**config.mk**
```make
export PLATFORM = sky130hd
export DESIGN_NAME = elg_interlock
export DESIGN_NICKNAME = d
export VERILOG_FILES = /design/src/elg_pkg.sv /design/src/elg_tp_if.sv /design/src/elg_tp_check.sv /design/src/elg_interlock.sv
export VERILOG_INCLUDE_DIRS = /design/src /design/src/src
export SDC_FILE = /design/constraint.sdc
export NUM_CORES = 1
export LEC_CHECK = 0
export BUFFER_PORTS_ARGS = -buffer_cell sky130_fd_sc_hd__clkbuf_2
export CORE_MARGIN = 4
export CORE_UTILIZATION = 45
export DETAILED_ROUTE_END_ITERATION = 10
export GPL_ROUTABILITY_DRIVEN = 0
export GPL_TIMING_DRIVEN = 0
export PLACE_DENSITY = 0.69
export SYNTH_ARGS = -nofsm -noshare
export SYNTH_HDL_FRONTEND = slang
export SYNTH_SLANG_ARGS = --single-unit
```
**constraint.sdc**
```tcl
create_clock -name i_sys_clk -period 3.7 [get_ports i_sys_clk]
set_clock_uncertainty 0.05 [all_clocks]
set_input_delay 0.185 -clock i_sys_clk [delete_from_list [all_inputs] [get_ports i_sys_clk]]
set_output_delay 0.185 -clock i_sys_clk [all_outputs]
set_load 0.01 [all_outputs]
```
**src/elg_cfg.svh**
```systemverilog
// constants for the light-curtain / emergency-stop interlock
// assumes a 250 MHz system clock; included by bare name
//
// Function
// (RL1) The motor may only be switched on while the light curtain is clear and the emergency stop is released.
// (RL2) With both conditions met, a start pulse from the host energises the motor output and raises the controller enable.
// (RL3) Losing a condition drops the combined output and removes the controller enable at once; both contactor outputs stay on for the off-delay.
// (RL4) The motor output is de-energised only after a fixed 500 ms off-delay.
// (RL5) The series break contacts of both contactors form a feedback loop that is closed only when both have dropped out.
// (RL6) The start pulse is only accepted while the start conditions hold and the feedback loop is closed.
// (RL7) A bridged or overridden sensor contact is flagged as an error at the next actuation and holds both contactor outputs low.
// (RL8) A supply short onto any sensor input is an error that forces every safety output low.
// (RL9) A supply short onto any safety output is detected and forces all safety outputs low.
// (RL10) Curtain channels carry test pulses 0 and 1, stop channels pulses 2 and 3, and a channel missing its own pulse is an error.
// (RL11) The motor output is a redundant two-channel output watched by the feedback loop; the controller enable is single-pole.
// (RL12) All sensor, feedback and reset inputs are synchronised, and the start pulse acts on its rising edge only; the code uses i_resetn unsynchronised.
// (RL13) A dual-channel sensor counts as actuated whenever either channel reads open.
`ifndef ELG_CFG_SVH
`define ELG_CFG_SVH

`define ELG_CLK_MHZ 250
`define ELG_OFF_DELAY_MS 500
`define ELG_OFF_DELAY_CYC (`ELG_OFF_DELAY_MS * 1000 * `ELG_CLK_MHZ)
`define ELG_TP_PERIOD_US 1000
`define ELG_TP_PERIOD_CYC (`ELG_TP_PERIOD_US * `ELG_CLK_MHZ)
`define ELG_TP_LOW_US 1
`define ELG_TP_LOW_CYC (`ELG_TP_LOW_US * `ELG_CLK_MHZ)
`define ELG_TP_SETTLE_CYC 32
`define ELG_FB_SETTLE_US 100
`define ELG_FB_SETTLE_CYC (`ELG_FB_SETTLE_US * `ELG_CLK_MHZ)
`define ELG_NUM_CH 4

`endif

```
**src/elg_pkg.sv**
```systemverilog
// types for the light-curtain / emergency-stop interlock
// assumes elg_cfg.svh supplies the numeric constants
package elg_pkg;
	typedef enum logic [1:0] {
		ELG_ST_IDLE = 2'b00,
		ELG_ST_RUN = 2'b01,
		ELG_ST_DELAY = 2'b10,
		ELG_ST_FAULT = 2'b11
	} elg_state_e;
endpackage : elg_pkg

```
**src/elg_tp_if.sv**
```systemverilog
// test-pulse bundle between the interlock top and the channel checker
// assumes one clock domain
`timescale 1ns/1ps
interface elg_tp_if;
	logic [3:0] pulse_low;
	logic [3:0] sample;
	logic [3:0] chan_in;
	logic [3:0] chan_err;
	modport src (output pulse_low, output sample, input chan_in, input chan_err);
	modport chk (input pulse_low, input sample, output chan_in, output chan_err);
endinterface : elg_tp_if

```
**src/elg_tp_check.sv**
```systemverilog
// per-channel test-pulse return checker
// assumes channel inputs already synchronised by the top
`timescale 1ns/1ps
module elg_tp_check #(
	parameter int NUM_CH = 4
) (
	// clock and reset
	input wire logic i_sys_clk,
	input wire logic i_resetn,
	// synchronised channel levels
	input wire logic [NUM_CH-1:0] i_chan,
	// test-pulse bundle
	elg_tp_if.chk tp
);
	logic [NUM_CH-1:0] err_ff;

	assign tp.chan_in = i_chan;
	assign tp.chan_err = err_ff;

	// ----------------------------------------------------------------
	// a channel that stays high while its own pulse is low is shorted
	// ----------------------------------------------------------------
	always_ff @(posedge i_sys_clk or negedge i_resetn) begin
		if (!i_resetn) begin
			err_ff <= '0;
		end else begin
			for (int i = 0; i < NUM_CH; i++) begin
				if (tp.sample[i] && tp.pulse_low[i] && tp.chan_in[i]) begin
					err_ff[i] <= 1'b1; // [RL10] [RL8]
				end
			end
		end
	end
endmodule : elg_tp_check

```
**src/elg_interlock.sv**
```systemverilog
// light-curtain and emergency-stop interlock with delayed motor release
// assumes asynchronous level pins from the field and the host
`timescale 1ns/1ps
`include "elg_cfg.svh"
module elg_interlock import elg_pkg::*; #(
	parameter int OFF_DELAY_CYC = `ELG_OFF_DELAY_CYC,
	parameter int TP_PERIOD_CYC = `ELG_TP_PERIOD_CYC,
	parameter int TP_LOW_CYC = `ELG_TP_LOW_CYC,
	parameter int FB_SETTLE_CYC = `ELG_FB_SETTLE_CYC
) (
	// clock and reset
	input wire logic i_sys_clk,
	input wire logic i_resetn,
	// sensor channels, normally closed, high when healthy
	input wire logic i_curtain_channel_a_input,
	input wire logic i_curtain_channel_b_input,
	input wire logic i_estop_channel_a_input,
	input wire logic i_estop_channel_b_input,
	// contactor loop and host start
	input wire logic i_contactor_feedback_input,
	input wire logic i_start_pulse,
	// readback of safety outputs
	input wire logic [3:0] i_out_readback,
	// test pulse feeds to sensors
	output logic [3:0] o_test_pulse,
	// safety outputs
	output logic o_combined_condition_output,
	output logic o_motor_contactor_output_a,
	output logic o_motor_contactor_output_b,
	output logic o_controller_enable,
	// diagnostics
	output logic o_fault,
	output logic [3:0] o_chan_err
);
	localparam int NCH = `ELG_NUM_CH;
	localparam int SETTLE = `ELG_TP_SETTLE_CYC;

	elg_tp_if tp();

	logic [NCH-1:0] meta_ff;
	logic [NCH-1:0] chan_ff;
	logic [2:1] aux_meta_ff;
	logic [2:1] aux_ff;
	logic [1:0] fill_ff;
	logic start_prev_ff;
	logic [31:0] tp_cnt_ff;
	logic [1:0] tp_sel_ff;
	logic [NCH-1:0] pulse_low_ff;
	logic [NCH-1:0] sample_ff;
	logic [NCH-1:0] pl_d1_ff;
	logic [NCH-1:0] pl_d2_ff;
	logic [NCH-1:0] tp_mask;
	logic [31:0] dly_cnt_ff;
	logic [31:0] fb_cnt_ff;
	logic fb_err_ff;
	logic [3:0] rb_err_ff;
	logic disc_err_ff;
	logic [1:0] last_cur_ff;
	logic [1:0] last_est_ff;
	logic cur_seen_open_ff;
	logic est_seen_open_ff;
	elg_state_e state_ff;
	elg_state_e nxt_state;
	logic comb_ff;
	logic mot_a_ff;
	logic mot_b_ff;
	logic en_ff;
	logic fault_ff;
	logic [3:0] chan_err_ff;

	logic curtain_ok;
	logic estop_ok;
	logic cond_ok;
	logic fb_closed;
	logic start_rise;
	logic any_fault;
	logic motor_on;
	logic [3:0] drv;

	// ----------------------------------------------------------------
	// input synchronisers
	// ----------------------------------------------------------------
	always_ff @(posedge i_sys_clk or negedge i_resetn) begin
		if (!i_resetn) begin
			meta_ff <= '0;
			chan_ff <= '0;
			// start bit resets high: a start line held through reset gives no edge
			aux_meta_ff <= 2'b10;
			aux_ff <= 2'b10;
			fill_ff <= '0;
		end else begin
			meta_ff <= {i_estop_channel_b_input, i_estop_channel_a_input,
				i_curtain_channel_b_input, i_curtain_channel_a_input}; // [RL12]
			chan_ff <= meta_ff;
			aux_meta_ff <= {i_start_pulse, i_contactor_feedback_input};
			aux_ff <= aux_meta_ff;
			fill_ff <= {fill_ff[0], 1'b1};
		end
	end

	always_ff @(posedge i_sys_clk or negedge i_resetn) begin
		if (!i_resetn) begin
			start_prev_ff <= 1'b1;
		end else begin
			start_prev_ff <= aux_ff[2];
		end
	end

	assign start_rise = aux_ff[2] && !start_prev_ff; // [RL12]
	assign fb_closed = aux_ff[1]; // [RL5]
	// either open channel removes the condition; pulse-low windows are masked
	// mask covers the pulse and the two synchroniser stages behind it
	assign tp_mask = pulse_low_ff | pl_d1_ff | pl_d2_ff;
	assign curtain_ok = (chan_ff[0] || tp_mask[0]) && (chan_ff[1] || tp_mask[1]); // [RL13]
	assign estop_ok = (chan_ff[2] || tp_mask[2]) && (chan_ff[3] || tp_mask[3]); // [RL13]
	assign cond_ok = curtain_ok && estop_ok; // [RL1]

	// ----------------------------------------------------------------
	// test pulse generator: one channel low at a time, in turn
	// ----------------------------------------------------------------
	always_ff @(posedge i_sys_clk or negedge i_resetn) begin
		if (!i_resetn) begin
			tp_cnt_ff <= '0;
			tp_sel_ff <= '0;
			pulse_low_ff <= '0;
			sample_ff <= '0;
			pl_d1_ff <= '0;
			pl_d2_ff <= '0;
		end else begin
			pulse_low_ff <= '0;
			sample_ff <= '0;
			pl_d1_ff <= pulse_low_ff;
			pl_d2_ff <= pl_d1_ff;
			if (tp_cnt_ff == 32'(TP_PERIOD_CYC - 1)) begin
				tp_cnt_ff <= '0;
				tp_sel_ff <= tp_sel_ff + 2'h1;
			end else begin
				tp_cnt_ff <= tp_cnt_ff + 32'h1;
			end
			if (tp_cnt_ff < 32'(TP_LOW_CYC + SETTLE)) begin
				pulse_low_ff[tp_sel_ff] <= 1'b1; // [RL10]
				sample_ff[tp_sel_ff] <= (tp_cnt_ff >= 32'(SETTLE)) && (tp_cnt_ff < 32'(TP_LOW_CYC + SETTLE - 1));
			end
		end
	end

	assign tp.pulse_low = pulse_low_ff;
	assign tp.sample = sample_ff;

	elg_tp_check #(
		.NUM_CH(NCH)
	) u_check (
		.i_sys_clk(i_sys_clk),
		.i_resetn(i_resetn),
		.i_chan(chan_ff),
		.tp(tp.chk)
	);

	// ----------------------------------------------------------------
	// bridged contact: pair must close again in the same cycle on each actuation
	// ----------------------------------------------------------------
	always_ff @(posedge i_sys_clk or negedge i_resetn) begin
		if (!i_resetn) begin
			disc_err_ff <= 1'b0;
			last_cur_ff <= 2'b11;
			last_est_ff <= 2'b11;
			cur_seen_open_ff <= 1'b0;
			est_seen_open_ff <= 1'b0;
		end else begin
			last_cur_ff <= chan_ff[1:0] | tp_mask[1:0];
			last_est_ff <= chan_ff[3:2] | tp_mask[3:2];
			// synchroniser fill after reset is not an actuation
			if (!curtain_ok && fill_ff[1]) begin
				cur_seen_open_ff <= 1'b1;
			end else begin
				cur_seen_open_ff <= 1'b0;
			end
			if (!estop_ok && fill_ff[1]) begin
				est_seen_open_ff <= 1'b1;
			end else begin
				est_seen_open_ff <= 1'b0;
			end
			// actuation ends with only one channel open in its last open cycle
			if (cur_seen_open_ff && curtain_ok && (last_cur_ff == 2'b01 || last_cur_ff == 2'b10)) begin
				disc_err_ff <= 1'b1; // [RL7]
			end
			if (est_seen_open_ff && estop_ok && (last_est_ff == 2'b01 || last_est_ff == 2'b10)) begin
				disc_err_ff <= 1'b1; // [RL7]
			end
		end
	end

	// ----------------------------------------------------------------
	// output readback and contactor loop supervision
	// ----------------------------------------------------------------
	assign drv = {en_ff, mot_b_ff, mot_a_ff, comb_ff};

	always_ff @(posedge i_sys_clk or negedge i_resetn) begin
		if (!i_resetn) begin
			rb_err_ff <= '0;
		end else begin
			for (int i = 0; i < 4; i++) begin
				if (!drv[i] && i_out_readback[i]) begin
					rb_err_ff[i] <= 1'b1; // [RL9]
				end
			end
		end
	end

	assign motor_on = mot_a_ff || mot_b_ff;

	always_ff @(posedge i_sys_clk or negedge i_resetn) begin
		if (!i_resetn) begin
			fb_cnt_ff <= '0;
			fb_err_ff <= 1'b0;
		end else begin
			// loop must open while energised and close once released
			if (motor_on == fb_closed) begin
				if (fb_cnt_ff == 32'(FB_SETTLE_CYC - 1)) begin
					fb_err_ff <= 1'b1; // [RL11]
				end else begin
					fb_cnt_ff <= fb_cnt_ff + 32'h1;
				end
			end else begin
				fb_cnt_ff <= '0;
			end
		end
	end

	assign any_fault = (|tp.chan_err) || disc_err_ff || (|rb_err_ff) || fb_err_ff;

	// ----------------------------------------------------------------
	// run control
	// ----------------------------------------------------------------
	always_comb begin
		nxt_state = state_ff;
		case (state_ff)
			ELG_ST_IDLE: begin
				if (any_fault) begin
					nxt_state = ELG_ST_FAULT;
				end else if (cond_ok && fb_closed && start_rise) begin
					nxt_state = ELG_ST_RUN; // [RL6] [RL2]
				end
			end
			ELG_ST_RUN: begin
				if (any_fault) begin
					nxt_state = ELG_ST_FAULT;
				end else if (!cond_ok) begin
					nxt_state = ELG_ST_DELAY; // [RL3]
				end
			end
			ELG_ST_DELAY: begin
				if (any_fault) begin
					nxt_state = ELG_ST_FAULT;
				end else if (dly_cnt_ff == 32'(OFF_DELAY_CYC - 1)) begin
					nxt_state = ELG_ST_IDLE; // [RL4]
				end
			end
			ELG_ST_FAULT: begin
				nxt_state = ELG_ST_FAULT;
			end
			default: begin
				nxt_state = ELG_ST_FAULT;
			end
		endcase
	end

	always_ff @(posedge i_sys_clk or negedge i_resetn) begin
		if (!i_resetn) begin
			state_ff <= ELG_ST_IDLE;
		end else begin
			state_ff <= nxt_state;
		end
	end

	always_ff @(posedge i_sys_clk or negedge i_resetn) begin
		if (!i_resetn) begin
			dly_cnt_ff <= '0;
		end else if (state_ff == ELG_ST_DELAY) begin
			dly_cnt_ff <= dly_cnt_ff + 32'h1; // [RL4]
		end else begin
			dly_cnt_ff <= '0;
		end
	end

	// ----------------------------------------------------------------
	// registered outputs
	// ----------------------------------------------------------------
	always_ff @(posedge i_sys_clk or negedge i_resetn) begin
		if (!i_resetn) begin
			comb_ff <= 1'b0;
			mot_a_ff <= 1'b0;
			mot_b_ff <= 1'b0;
			en_ff <= 1'b0;
			fault_ff <= 1'b0;
			chan_err_ff <= '0;
		end else begin
			comb_ff <= cond_ok && !any_fault; // [RL3] [RL8] [RL9]
			en_ff <= (nxt_state == ELG_ST_RUN); // [RL2] [RL3] [RL11]
			// redundant pair held through the off-delay, dropped on any fault
			mot_a_ff <= (nxt_state == ELG_ST_RUN) || (nxt_state == ELG_ST_DELAY); // [RL4] [RL7] [RL11]
			mot_b_ff <= (nxt_state == ELG_ST_RUN) || (nxt_state == ELG_ST_DELAY); // [RL4] [RL7] [RL11]
			fault_ff <= any_fault;
			chan_err_ff <= tp.chan_err;
		end
	end

	assign o_test_pulse = ~pulse_low_ff;
	assign o_combined_condition_output = comb_ff;
	assign o_motor_contactor_output_a = mot_a_ff;
	assign o_motor_contactor_output_b = mot_b_ff;
	assign o_controller_enable = en_ff;
	assign o_fault = fault_ff;
	assign o_chan_err = chan_err_ff;
endmodule : elg_interlock

```
---- Yosys cells after proc, flatten, opt, wreduce, memory -nomap -nowiden ----
Index checks and enable logic that the tools add are counted.
W data, S select, Z words.
operators by class
  add/subtract/negate cells ............... 4
  $mul .................................... 0
  divide/modulo/power cells ............... 0
  magnitude comparators ................... 5
  eq/ne operators ......................... 14
  shift-type cells ........................ 0
  muxes and demuxes ....................... 19
  bitwise logic cells ..................... 6
  reduce and logical (&&, ||, !) cells .... 49
operators with widths
  kind                     count
  $mux W32                 4
  $add A32 B1 Y32 const B  3
  $lt A32 B9 Y1 const B    2
  $eq A32 B15 Y1 const B   1
  $eq A32 B18 Y1 const B   1
  $eq A32 B27 Y1 const B   1
  $ge A32 B6 Y1 const B    1
  $logic_and A1 B1 Y1      27
  $mux W2                  6
  $eq A2 B2 Y1 const B     5
  $logic_or A1 B1 Y1       10
  $eq A2 B1 Y1 const B     4
  $mux W4                  2
  $or A4 B4 Y4             2
  $pmux W2 S4              1
  $reduce_or A4 Y1         2
  $logic_not A1 Y1         7
  $mux W1                  5
  $and A4 B4 Y4            1
  $not A4 Y4               1
  $or A2 B2 Y2             2
  $lt A2 B3 Y1 const B     1
  $add A2 B1 Y2 const B    1
  $demux W1 S2             1
  other kinds (6)          6
storage, ports and cells
  register bits after elaboration ......... 155
  bits in latches ......................... 0
  bits in writable memories ............... 0
  ROM bits ................................ 0
  input bits .............................. 12
  output and inout bits ................... 13
  logic and storage cells ................. 131
  memories ................................ 0

---- Longest topological paths before layout ----
Gate-level depths: netlist (run 1).
  depth in word-level cells ............... 12
  depth in mapped cells ................... 7
  depth with buffers taken out ............ 7

---- By module ----
Synthesis (run 1) repeated with hierarchy kept, for this count alone.
second synthesis, totals
  cell total of the unflattened synthesis .. 637
  area, all modules ....................... 6800.3 um^2
by module, submodules not included
  module         instances  cells an instance  area each (um^2)  sequential area each (um^2)
  elg_interlock  1          625                6635.1            3787.4
  elg_tp_check   1          12                 165.2             100.1

---- Least setup slack after synthesis (run 1) ----
No wires, ideal clock.
  path kind ............................... flip-flop to flip-flop
  start ................................... reg tp_cnt_ff[11]
  end ..................................... reg tp_sel_ff[1]
  setup time .............................. 125 ps
  arrival ................................. 1851 ps
  required time ........................... 3525 ps
  setup slack ............................. 1675 ps
  stages on the path, launching flop included .. 5
  path buffers ............................ 0
  clock period less this slack ............ 2025 ps
  cells stage by stage .................... dfrtp_1 -> or4_4 -> nor4_4 -> and3_4 -> mux2_2
between the ends
  longest elaborated chain between the ends .. 1
RTL lines
  what                    line                  RTL
  from (decl)             elg_interlock.sv:46   logic [31:0] tp_cnt_ff;
  from (signal assigned)  elg_interlock.sv:138  tp_cnt_ff <= tp_cnt_ff + 32'h1;
  $eq A32 B18 Y1          elg_interlock.sv:134  if (tp_cnt_ff == 32'(TP_PERIOD_CYC - 1)) begin
  to (signal assigned)    elg_interlock.sv:136  tp_sel_ff <= tp_sel_ff + 2'h1;
  to (decl)               elg_interlock.sv:47   logic [1:0] tp_sel_ff;
Every way passes these cells.
A chain may end at the register's enable or synchronous reset.

---- Worst setup path after layout (run 1) ----
Ends and elaborated chain as after synthesis.

==> results of run 1 <==
==> sequential cells by signal, summed over array words and instances (netlist names), 2 cells and up <==
name                 flops
aux_ff                   2
aux_meta_ff              2
chan_ff                  4
dly_cnt_ff              32
fb_cnt_ff               32
fill_ff                  2
last_cur_ff              2
last_est_ff              2
meta_ff                  4
o_chan_err               4
pl_d1_ff                 4
pl_d2_ff                 4
pulse_low_ff             4
rb_err_ff                4
sample_ff                4
state_ff                 2
tp_cnt_ff               32
tp_sel_ff                2
u_check.tp.chan_err      4
==> area by class of cell <==
class / count / area (um2)
Timing Repair Buffer: 36 / 267
Clock inverter: 12 / 91.3
Sequential cell: 155 / 3890
Clock buffer: 20 / 437
Buffer: 20 / 105
Inverter: 19 / 71.3
Fill cell: 1248 / 6830
Multi-Input combinational cell: 424 / 2730
Tap cell: 184 / 230
==> synthesized netlist by cell type (all sizes together), types with 4 or more instances <==
cell type    n
dfrtp      148
nor2        87
xor2        58
nand3       42
nand2       35
xnor2       32
nand4       31
nor4        26
and3        25
inv         19
clkbuf      12
a21oi        9
ha           9
and4         8
buf          8
dfstp        7
nor3         7
o21ai        7
or3          7
or4          7
a21o         5
a31o         4
and2         4
==> logic make-up after synthesis <==
group | count (synthesis) | synth area share, %
muxes | 2 | 0.313
and+or+nand+nor | 291 | 23.6
xor gates and xnor gates | 90 | 11.6
DFF | 155 | 57.3
buffers and inverters | 39 | 2.60
AOI/OAI and AO/OA | 31 | 2.93
other | 1 | 0.0552
adders and majority gates | 9 | 1.66
==> critical path: stages (launching register included) <==
cell and delay [ns]:
dfrtp_1 0.44, or4_4 0.57, nor4_4 0.42, and3_4 0.31, mux2_2 0.33
==> power breakdown <==
| group | switching, mW | total [mW] | internal (mW) |
|---|---|---|---|
| Combinational | 0.0482 | 0.0717 | 0.0235 |
| Sequential | 0.00781 | 1.72 | 1.71 |
| Clock | 0.687 | 1.55 | 0.863 |
| Total | 0.743 | 3.34 | 2.60 |
==> per-stage QoR <==
stage / hold WS [ns] / TNS (ns)
after floorplan: -0.161 / 0
final: 0.276 / 0
after global placement: 0.227 / -16.65
after global routing: 0.312 / 0
after detailed placement: 0.182 / 0
after CTS: 0.280 / 0
==> routing by layer <==
layer  up-vias  track usage [%]
met5         -                0
met4         0             6.17
met3        11             3.90
met2        57             26.1
met1      2248             20.1
li1       2238                -
==> path summary, 6_finish.rpt <==
path                               start        endpoint  slack, ns  cells after the start
min                             i_resetn   fb_cnt_ff[29]       0.28                      2
min reg2reg                   meta_ff[1]      chan_ff[1]       0.30                      0
max                        tp_cnt_ff[11]    tp_sel_ff[1]       1.48                      4
min in group i_sys_clk        meta_ff[1]      chan_ff[1]       0.30                      0
max reg2reg                tp_cnt_ff[11]    tp_sel_ff[1]       1.48                      4
max in group asynchronous       i_resetn  last_cur_ff[1]       2.54                      3
==> placed cells by master (no fill, tap or decap), types with 8 or more instances in the layout <==
| cell type | instances |
|---|---|
| nor2_1 | 87 |
| nand2_1 | 35 |
| nand3_1 | 42 |
| clkbuf_1 | 14 |
| dlygate4sd3_1 | 11 |
| clkbuf_16 | 17 |
| xor2_1 | 58 |
| clkbuf_2 | 24 |
| and3_1 | 24 |
| xnor2_1 | 32 |
| and4_1 | 8 |
| dfrtp_1 | 148 |
| ha_1 | 9 |
| a21oi_1 | 9 |
| nor4_1 | 17 |
| inv_1 | 19 |
| nand4_1 | 30 |
==> out/results.txt, run 1 <==
Hold buffer count at CTS -> 11
Area grow syn2layout -> 15.1%
I/O Buffers -> 24
Final total power -> 3.34 mW
Ys async rst share -> 100%
Unrepaired setup endpoints after global routing -> no
Maximum buffer depth of the clock tree -> 2
Hold Vio Cnt, Final -> 0
Synthesis-stage register bit count -> 155
Largest cells by area after synthesis -> dfrtp_1 55%, xor2_1 7.5%, nor2_1 4.8%
Top-area cell type share of the netlist area -> 54.6%
Num CTS Buffers -> 17
F_max -> 0.450 GHz
Slew HR -> 38.5%
Syn nets -> 639
Clk slew on worst S/H paths -> 0.06 ns
I/O pin count -> 25
Share of cells above drive strength 1 -> 13.1%
Gate count of the mapped netlist -> 618
Final Max Slew Viols -> 0
First-pass GRT wire length -> 21.2 mm
Die Area -> 0.0171 mm2
H-tree depth -> 4
Critical Path RT -> 3.96 ns
Yosys cell types -> 47
Drt wl/cell -> 14.2 um
Area leader, netlist -> dfrtp_1
Site row count -> 44
Clk_lat worst skew -> 0.42 ns
Status -> complete, no violations
Yosys warns -> 0
Detail Placement HPWL -> 8.66 mm
Final ANT Viol Nets -> 0
Die X -> 131 um
M1 WL -> 5.69 mm
Fin util -> 53.4%
Post-CTS Resized -> 0
CTS tree -> done
Mean Syn Cell Area -> 11.0 um2
Top Layer Used -> met4
Final non-filler cell total -> 870
Fin area -> 0.00781 mm2
Startpoint types -> register
DRT Wirelength -> 12.4 mm
Worst VDD drop -> 0.383 mV
Post-Syn Area -> 0.00679 mm2
Die Y -> 131 um
DP Cell Count -> 827
Worst EP arrival -> 2.48 ns
Vias post-DR -> 4,554
Crit path kind -> register to register
MaxCap Viol Count -> 0
Post-synth EDFFs -> 0
Tot GR Track Use -> 15.8%
Largest net degree at the start of global routing -> 86
Initial antenna violation count -> 0
CP endpoint kind -> register
Drt via density -> 5.23
DR iter-0 viols -> 229
Nets -> 694
WL met3 -> 365 um
Pwr/cell area -> 428 mW/mm2
Core area -> 0.0146 mm2
Final Worst Setup Slack -> 1.48 ns
Remaining global-route overflow -> 0
Fin crit period -> 2.22 ns
Initial Utilization -> 46.4%
Post-CTS Setup Inserts -> 0
Crit Path Max Fanout -> 9
DRC viols -> 0
Antenna diodes -> 0
Vias in the first global route -> 4,469
Area post-placement -> 0.00718 mm2
Drt pass-1 iters -> 4
Root Buffer -> clkbuf_16
Worst slew pin tran -> 0.914 ns
Leakage Power -> 3.46 nW
Final setup viols -> 0
Hold Crit Class -> input port to async pin
Placement Setup Slack -> 1.48 ns
Tcrit/Tclk final -> 60.0%
Metal2 WL -> 6.15 mm
Post-synthesis sequential area ratio -> 57.3%
Prevailing post-synth register cell -> dfrtp_1
Clock Sink Count -> 155
(Power assumes the default switching activity.)
==> run 2, diff against run 1 <==
==> constraint.sdc (replaced) <==
create_clock -name i_sys_clk -period 2.05 [get_ports i_sys_clk]
set_clock_uncertainty 0.05 [all_clocks]
set_input_delay 0.1025 -clock i_sys_clk [delete_from_list [all_inputs] [get_ports i_sys_clk]]
set_output_delay 0.1025 -clock i_sys_clk [all_outputs]
set_load 0.01 [all_outputs]
==> out/results.txt, run 2 (synthesis gave the netlist of run 1 again) <==
Critical path endpoint -> o_motor_contactor_output_b
Vias in the first global route -> 4,469
Final setup viols -> 0
Crit Path Max Fanout -> 4
Leakage Power -> 3.54 nW
Hold Crit Class -> input port to async pin
Fin crit period -> 2.00 ns
Crit path kind -> register to register
DRC viols -> 0
Worst slew pin tran -> 0.571 ns
R2r endpoint -> o_motor_contactor_output_b
Pwr/cell area -> 758 mW/mm2
Clock Sink Count -> 155
Clk_lat worst skew -> 0.42 ns
Tcrit/Tclk final -> 97.6%
Drt wl/cell -> 14.4 um
Fin util -> 54.4%
Initial Utilization -> 46.4%
Detail Placement HPWL -> 8.66 mm
Commonest non-fill, non-tap cells in the layout -> 145 x dfrtp_1, 87 x nor2_1, 58 x xor2_1, 41 x nand3_1, 34 x nand2_1
Remaining global-route overflow -> 0
Crit path largest cell delay -> 0.54 ns
Nets -> 702
Die Area -> 0.0171 mm2
CP endpoint kind -> register
Antenna diodes -> 0
CP Cell Sequence -> or4_4 > and2_4 > nand2_2 > a21oi_1 > o21ba_2 > ha_1 > inv_1
Share of cells above drive strength 1 -> 16.9%
Root Buffer -> clkbuf_16
Drt pass-1 iters -> 4
Num CTS Buffers -> 17
I/O pin count -> 25
Core area -> 0.0146 mm2
Drt via density -> 5.27
Startpoint types -> register
Status -> complete, no violations
Tot GR Track Use -> 15.8%
Critical Path RT -> 2.32 ns
Clk slew on worst S/H paths -> 0.06 ns
DRT Wirelength -> 12.6 mm
Commonest non-fill, non-tap cell in the layout -> dfrtp_1
CTS tree -> done
Worst R2R Path Depth -> 7
DR iter-0 viols -> 228
Die Y -> 131 um
Setup crit start -> pulse_low_ff[2]
F_max -> 0.500 GHz
Reg2reg start -> pulse_low_ff[2]
MaxCap Viol Count -> 0
Vias post-DR -> 4,626
Unrepaired setup endpoints after global routing -> yes
First-pass GRT wire length -> 21.3 mm
Area grow syn2layout -> 17.4%
Largest net degree at the start of global routing -> 86
Final Max Slew Viols -> 0
Maximum buffer depth of the clock tree -> 2
Initial antenna violation count -> 0
CP max stage cell -> or4_4
Setup TNS -> 0 ns
Hold Vio Cnt, Final -> 0
Slew HR -> 61.9%
H-tree depth -> 4
Worst EP arrival -> 2.27 ns
Largest registers in the final layout -> dly_cnt_ff: 32 flops, fb_cnt_ff: 32 flops, tp_cnt_ff: 32 flops
Worst VDD drop -> 0.694 mV
Filler Cells Inserted -> 1,222
Reg-to-reg setup timing slack -> 0.05 ns
I/O Buffers -> 24
Final ANT Viol Nets -> 0
Site row count -> 44
Die X -> 131 um
## run 2: critical path, delay by kind of cell, from the launching register on
family	cells	cell delay [ns]
adder cells (fa/ha/maj)	1	0.27
AO/OA/AOI/OAI	2	0.31
AND/OR/NAND/NOR	3	0.82
buffers and inverters	1	0.04
flip-flops	1	0.41
## run 2: how the worst min path moves through the flow
stage               slack, ns  cells after the start             end     startpoint
floorplan               -0.24                      0       aux_ff[1]       i_resetn
global placement         0.14                      1  aux_meta_ff[2]  i_start_pulse
detailed placement        0.1                      1   fb_cnt_ff[29]       i_resetn
CTS                      0.20                      2   fb_cnt_ff[29]       i_resetn
global route             0.24                      2   fb_cnt_ff[29]       i_resetn
finish                   0.19                      2   fb_cnt_ff[29]       i_resetn
## run 2: timing repair
item                                   4_1_cts  5_1_grt
buffers inserted                             3        7
setup endpoints to repair                   21       34
hold buffers                                11        0
gates resized for setup                      4       16
pin swaps                                    2        6
endpoints found under the hold margin       77        0
## run 2: per-layer routing
metal | vias to the layer above | routed length (um) | global-route usage [%]
met4 | 0 | 178 | 6.17
met3 | 12 | 403 | 3.90
met1 | 2290 | 5770 | 20.2
met5 | - | 0 | 0
met2 | 67 | 6250 | 26.1
li1 | 2257 | - | -
## run 2: cell type report
| type | count | area (um2) | share of cell area (%) |
|---|---|---|---|
| Inverter | 19 | 71.3 | 0.895 |
| Buffer | 18 | 97.6 | 1.22 |
| Clock inverter | 12 | 91.3 | 1.15 |
| Timing Repair Buffer | 46 | 342 | 4.28 |
| Clock buffer | 20 | 437 | 5.48 |
| Sequential cell | 155 | 3890 | 48.8 |
| Tap cell | 184 | 230 | 2.89 |
| Multi-Input combinational cell | 424 | 2810 | 35.3 |
## run 2: per-stage QoR
stage	instances	area [um2]	power [mW]	hold slack [ns]	setup slack (ns)
floorplan	618	6790	3.19	-0.243	0.0245
CTS	873	7850	6.12	0.198	0.00190
global placement	826	7140	3.27	0.145	-1.69
finish	878	7970	6.04	0.192	0.0489
global route	878	7970	6.28	0.241	-0.0906
detailed placement	827	7180	3.28	0.0991	-0.171
## run 2: power by group
| group | switching (mW) | leakage [nW] | internal (mW) |
|---|---|---|---|
| Clock | 1.25 | 0.260 | 1.56 |
| Combinational | 0.0877 | 1.27 | 0.0452 |
| Sequential | 0.0156 | 2.02 | 3.09 |
| Total | 1.35 | 3.54 | 4.69 |
==> run 3, diff against run 2 <==
--- a/config.mk
+++ b/config.mk
@@ -7,12 +7,13 @@
 export NUM_CORES = 1
 export LEC_CHECK = 0
 export BUFFER_PORTS_ARGS = -buffer_cell sky130_fd_sc_hd__clkbuf_2
-export CORE_MARGIN = 4
+export CELL_PAD_IN_SITES_DETAIL_PLACEMENT = 1
+export CELL_PAD_IN_SITES_GLOBAL_PLACEMENT = 1
 export CORE_UTILIZATION = 45
 export DETAILED_ROUTE_END_ITERATION = 10
 export GPL_ROUTABILITY_DRIVEN = 0
 export GPL_TIMING_DRIVEN = 0
-export PLACE_DENSITY = 0.69
+export PLACE_DENSITY = 0.81
 export SYNTH_ARGS = -nofsm -noshare
 export SYNTH_HDL_FRONTEND = slang
 export SYNTH_SLANG_ARGS = --single-unit
==> out/results.txt, run 3 (synthesis gave the netlist of run 1 again) <==
Final setup viols -> 0
Reg-to-reg setup timing slack -> 0.02 ns
Fin util -> 56.0%
Pwr/cell area -> 778 mW/mm2
Die Y -> 125 um
Drt wl/cell -> 18.8 um
CTS tree -> done
Die Area -> 0.0156 mm2
Crit path kind -> register to register
Worst VDD drop -> 0.706 mV
Tot GR Track Use -> 22.0%
Share of cells above drive strength 1 -> 20.6%
Reg2reg start -> tp_cnt_ff[1]
Detail Placement HPWL -> 10.5 mm
Antenna diodes -> 0
Tcrit/Tclk final -> 99.0%
Startpoint types -> register
Drt pass-1 iters -> 7
Clock Sink Count -> 155
Root Buffer -> clkbuf_16
First-pass GRT wire length -> 26.7 mm
Leakage Power -> 3.66 nW
Maximum buffer depth of the clock tree -> 2
Vias post-DR -> 4,926
Worst R2R Path Depth -> 6
I/O pin count -> 25
Nets -> 711
DRT Wirelength -> 16.7 mm
Core area -> 0.0146 mm2
DP Cell Count -> 827
DR iter-0 viols -> 258
Area grow syn2layout -> 20.7%
Fin crit period -> 2.03 ns
Final ANT Viol Nets -> 0
Critical Path RT -> 2.31 ns
Commonest non-fill, non-tap cell in the layout -> dfrtp_1
Unrepaired setup endpoints after global routing -> yes
CP endpoint kind -> register
Die X -> 125 um
Largest registers in the final layout -> dly_cnt_ff: 32 flops, fb_cnt_ff: 32 flops, tp_cnt_ff: 32 flops
Drt via density -> 5.55
MaxCap Viol Count -> 0
H-tree depth -> 4
Hold Crit Class -> input port to async pin
Vias in the first global route -> 5,332
Final Max Slew Viols -> 0
I/O Buffers -> 24
Initial antenna violation count -> 0
Slew HR -> 43.4%
Crit Path Max Fanout -> 5
Status -> complete, but fails checks
Initial Utilization -> 46.4%
F_max -> 0.493 GHz
Violated checks -> design-rule violations
Num CTS Buffers -> 17
Remaining global-route overflow -> 0
Worst EP arrival -> 2.29 ns
Hold Slack -> 0.0927 ns
Site row count -> 44
DRC viols -> 4
Hold Vio Cnt, Final -> 0
Clk_lat worst skew -> 0.42 ns
Worst slew pin tran -> 0.842 ns
Clk slew on worst S/H paths -> 0.07 ns
Largest net degree at the start of global routing -> 122
R2r endpoint -> tp_cnt_ff[12]
Final non-filler cell total -> 887
Commonest non-fill, non-tap cells in the layout -> 142 x dfrtp_1, 85 x nor2_1, 57 x xor2_1, 39 x nand3_1, 34 x nand2_1
==> run 3: cell count changes in the layout (fill, tap and decap cells not counted), moves of 4 or more <==
cell / previous run / this run
clkinv_4: 4 / 0
nor4_2: 9 / 5
inv_6: 2 / 7
clkbuf_1: 12 / 7
buf_4: 11 / 23
==> run 3: layout make-up <==
type | count | area [um2]
sequential | 155 | 3890
tap | 184 | 230
buffer | 17 | 109
fill | 1545 | 6450
multi-input combinational | 424 | 2890
timing repair buffer | 56 | 417
clock buffer | 18 | 439
inverter | 19 | 71.3
clock inverter | 14 | 145
==> run 3: per-layer routing <==
| layer | up-vias | global-route usage [%] | part of all wire [%] |
|---|---|---|---|
| met4 | 0 | 6.89 | 1.8 |
| met1 | 2558 | 25.9 | 41 |
| li1 | 2271 | - | - |
| met3 | 25 | 5.20 | 2.6 |
| met5 | - | 0 | 0 |
| met2 | 72 | 39.7 | 55 |
==> run 3: what timing repair did <==
item | CTS | global route
endpoints found under the setup margin | 35 | 43
hold buffers | 11 | 0
setup buffers | 4 | 16
gates resized for setup | 12 | 37
hold endpoints to repair | 65 | 0
pin swaps | 4 | 12
==> run 3: worst max path at each step <==
stage / start / endpoint / slack, ns
5_1_grt: tp_cnt_ff[5] / tp_cnt_ff[15] / -0.16
3_5_place_dp: fb_cnt_ff[0] / fb_cnt_ff[20] / -0.28
6_report: tp_cnt_ff[1] / tp_cnt_ff[12] / 0.02
3_3_place_gp: i_resetn / tp_cnt_ff[24] / -1.71
2_1_floorplan: tp_cnt_ff[11] / tp_sel_ff[1] / 0.02
4_1_cts: fb_cnt_ff[7] / fb_cnt_ff[25] / 0.004
==> run 3: power breakdown <==
group	switching [mW]	internal (mW)	total (mW)
Combinational	0.0928	0.0470	0.140
Clock	1.37	1.75	3.13
Sequential	0.0176	3.09	3.11
==> run 3: worst max-delay path, stage by stage, from the launching register on <==
cell,delay [ns]
dfrtp_1,0.44
ha_1,0.25
and4_1,0.34
nor3b_2,0.35
nand2_1,0.16
xor2_1,0.26
nor2_1,0.07
==> run 3: through the flow <==
| step | area [um2] | setup TNS [ns] | total power, mW | setup slack, ns |
|---|---|---|---|---|
| 2_1_floorplan | 6790 | 0 | 3.19 | 0.0245 |
| 3_3_place_gp | 7140 | -257.13 | 3.27 | -1.71 |
| 3_5_place_dp | 7180 | -3.13 | 3.28 | -0.282 |
| 4_1_cts | 7960 | 0 | 6.42 | 0.00428 |
| 5_1_grt | 8200 | -0.520 | 6.56 | -0.163 |
| 6_report | 8200 | 0 | 6.37 | 0.0206 |
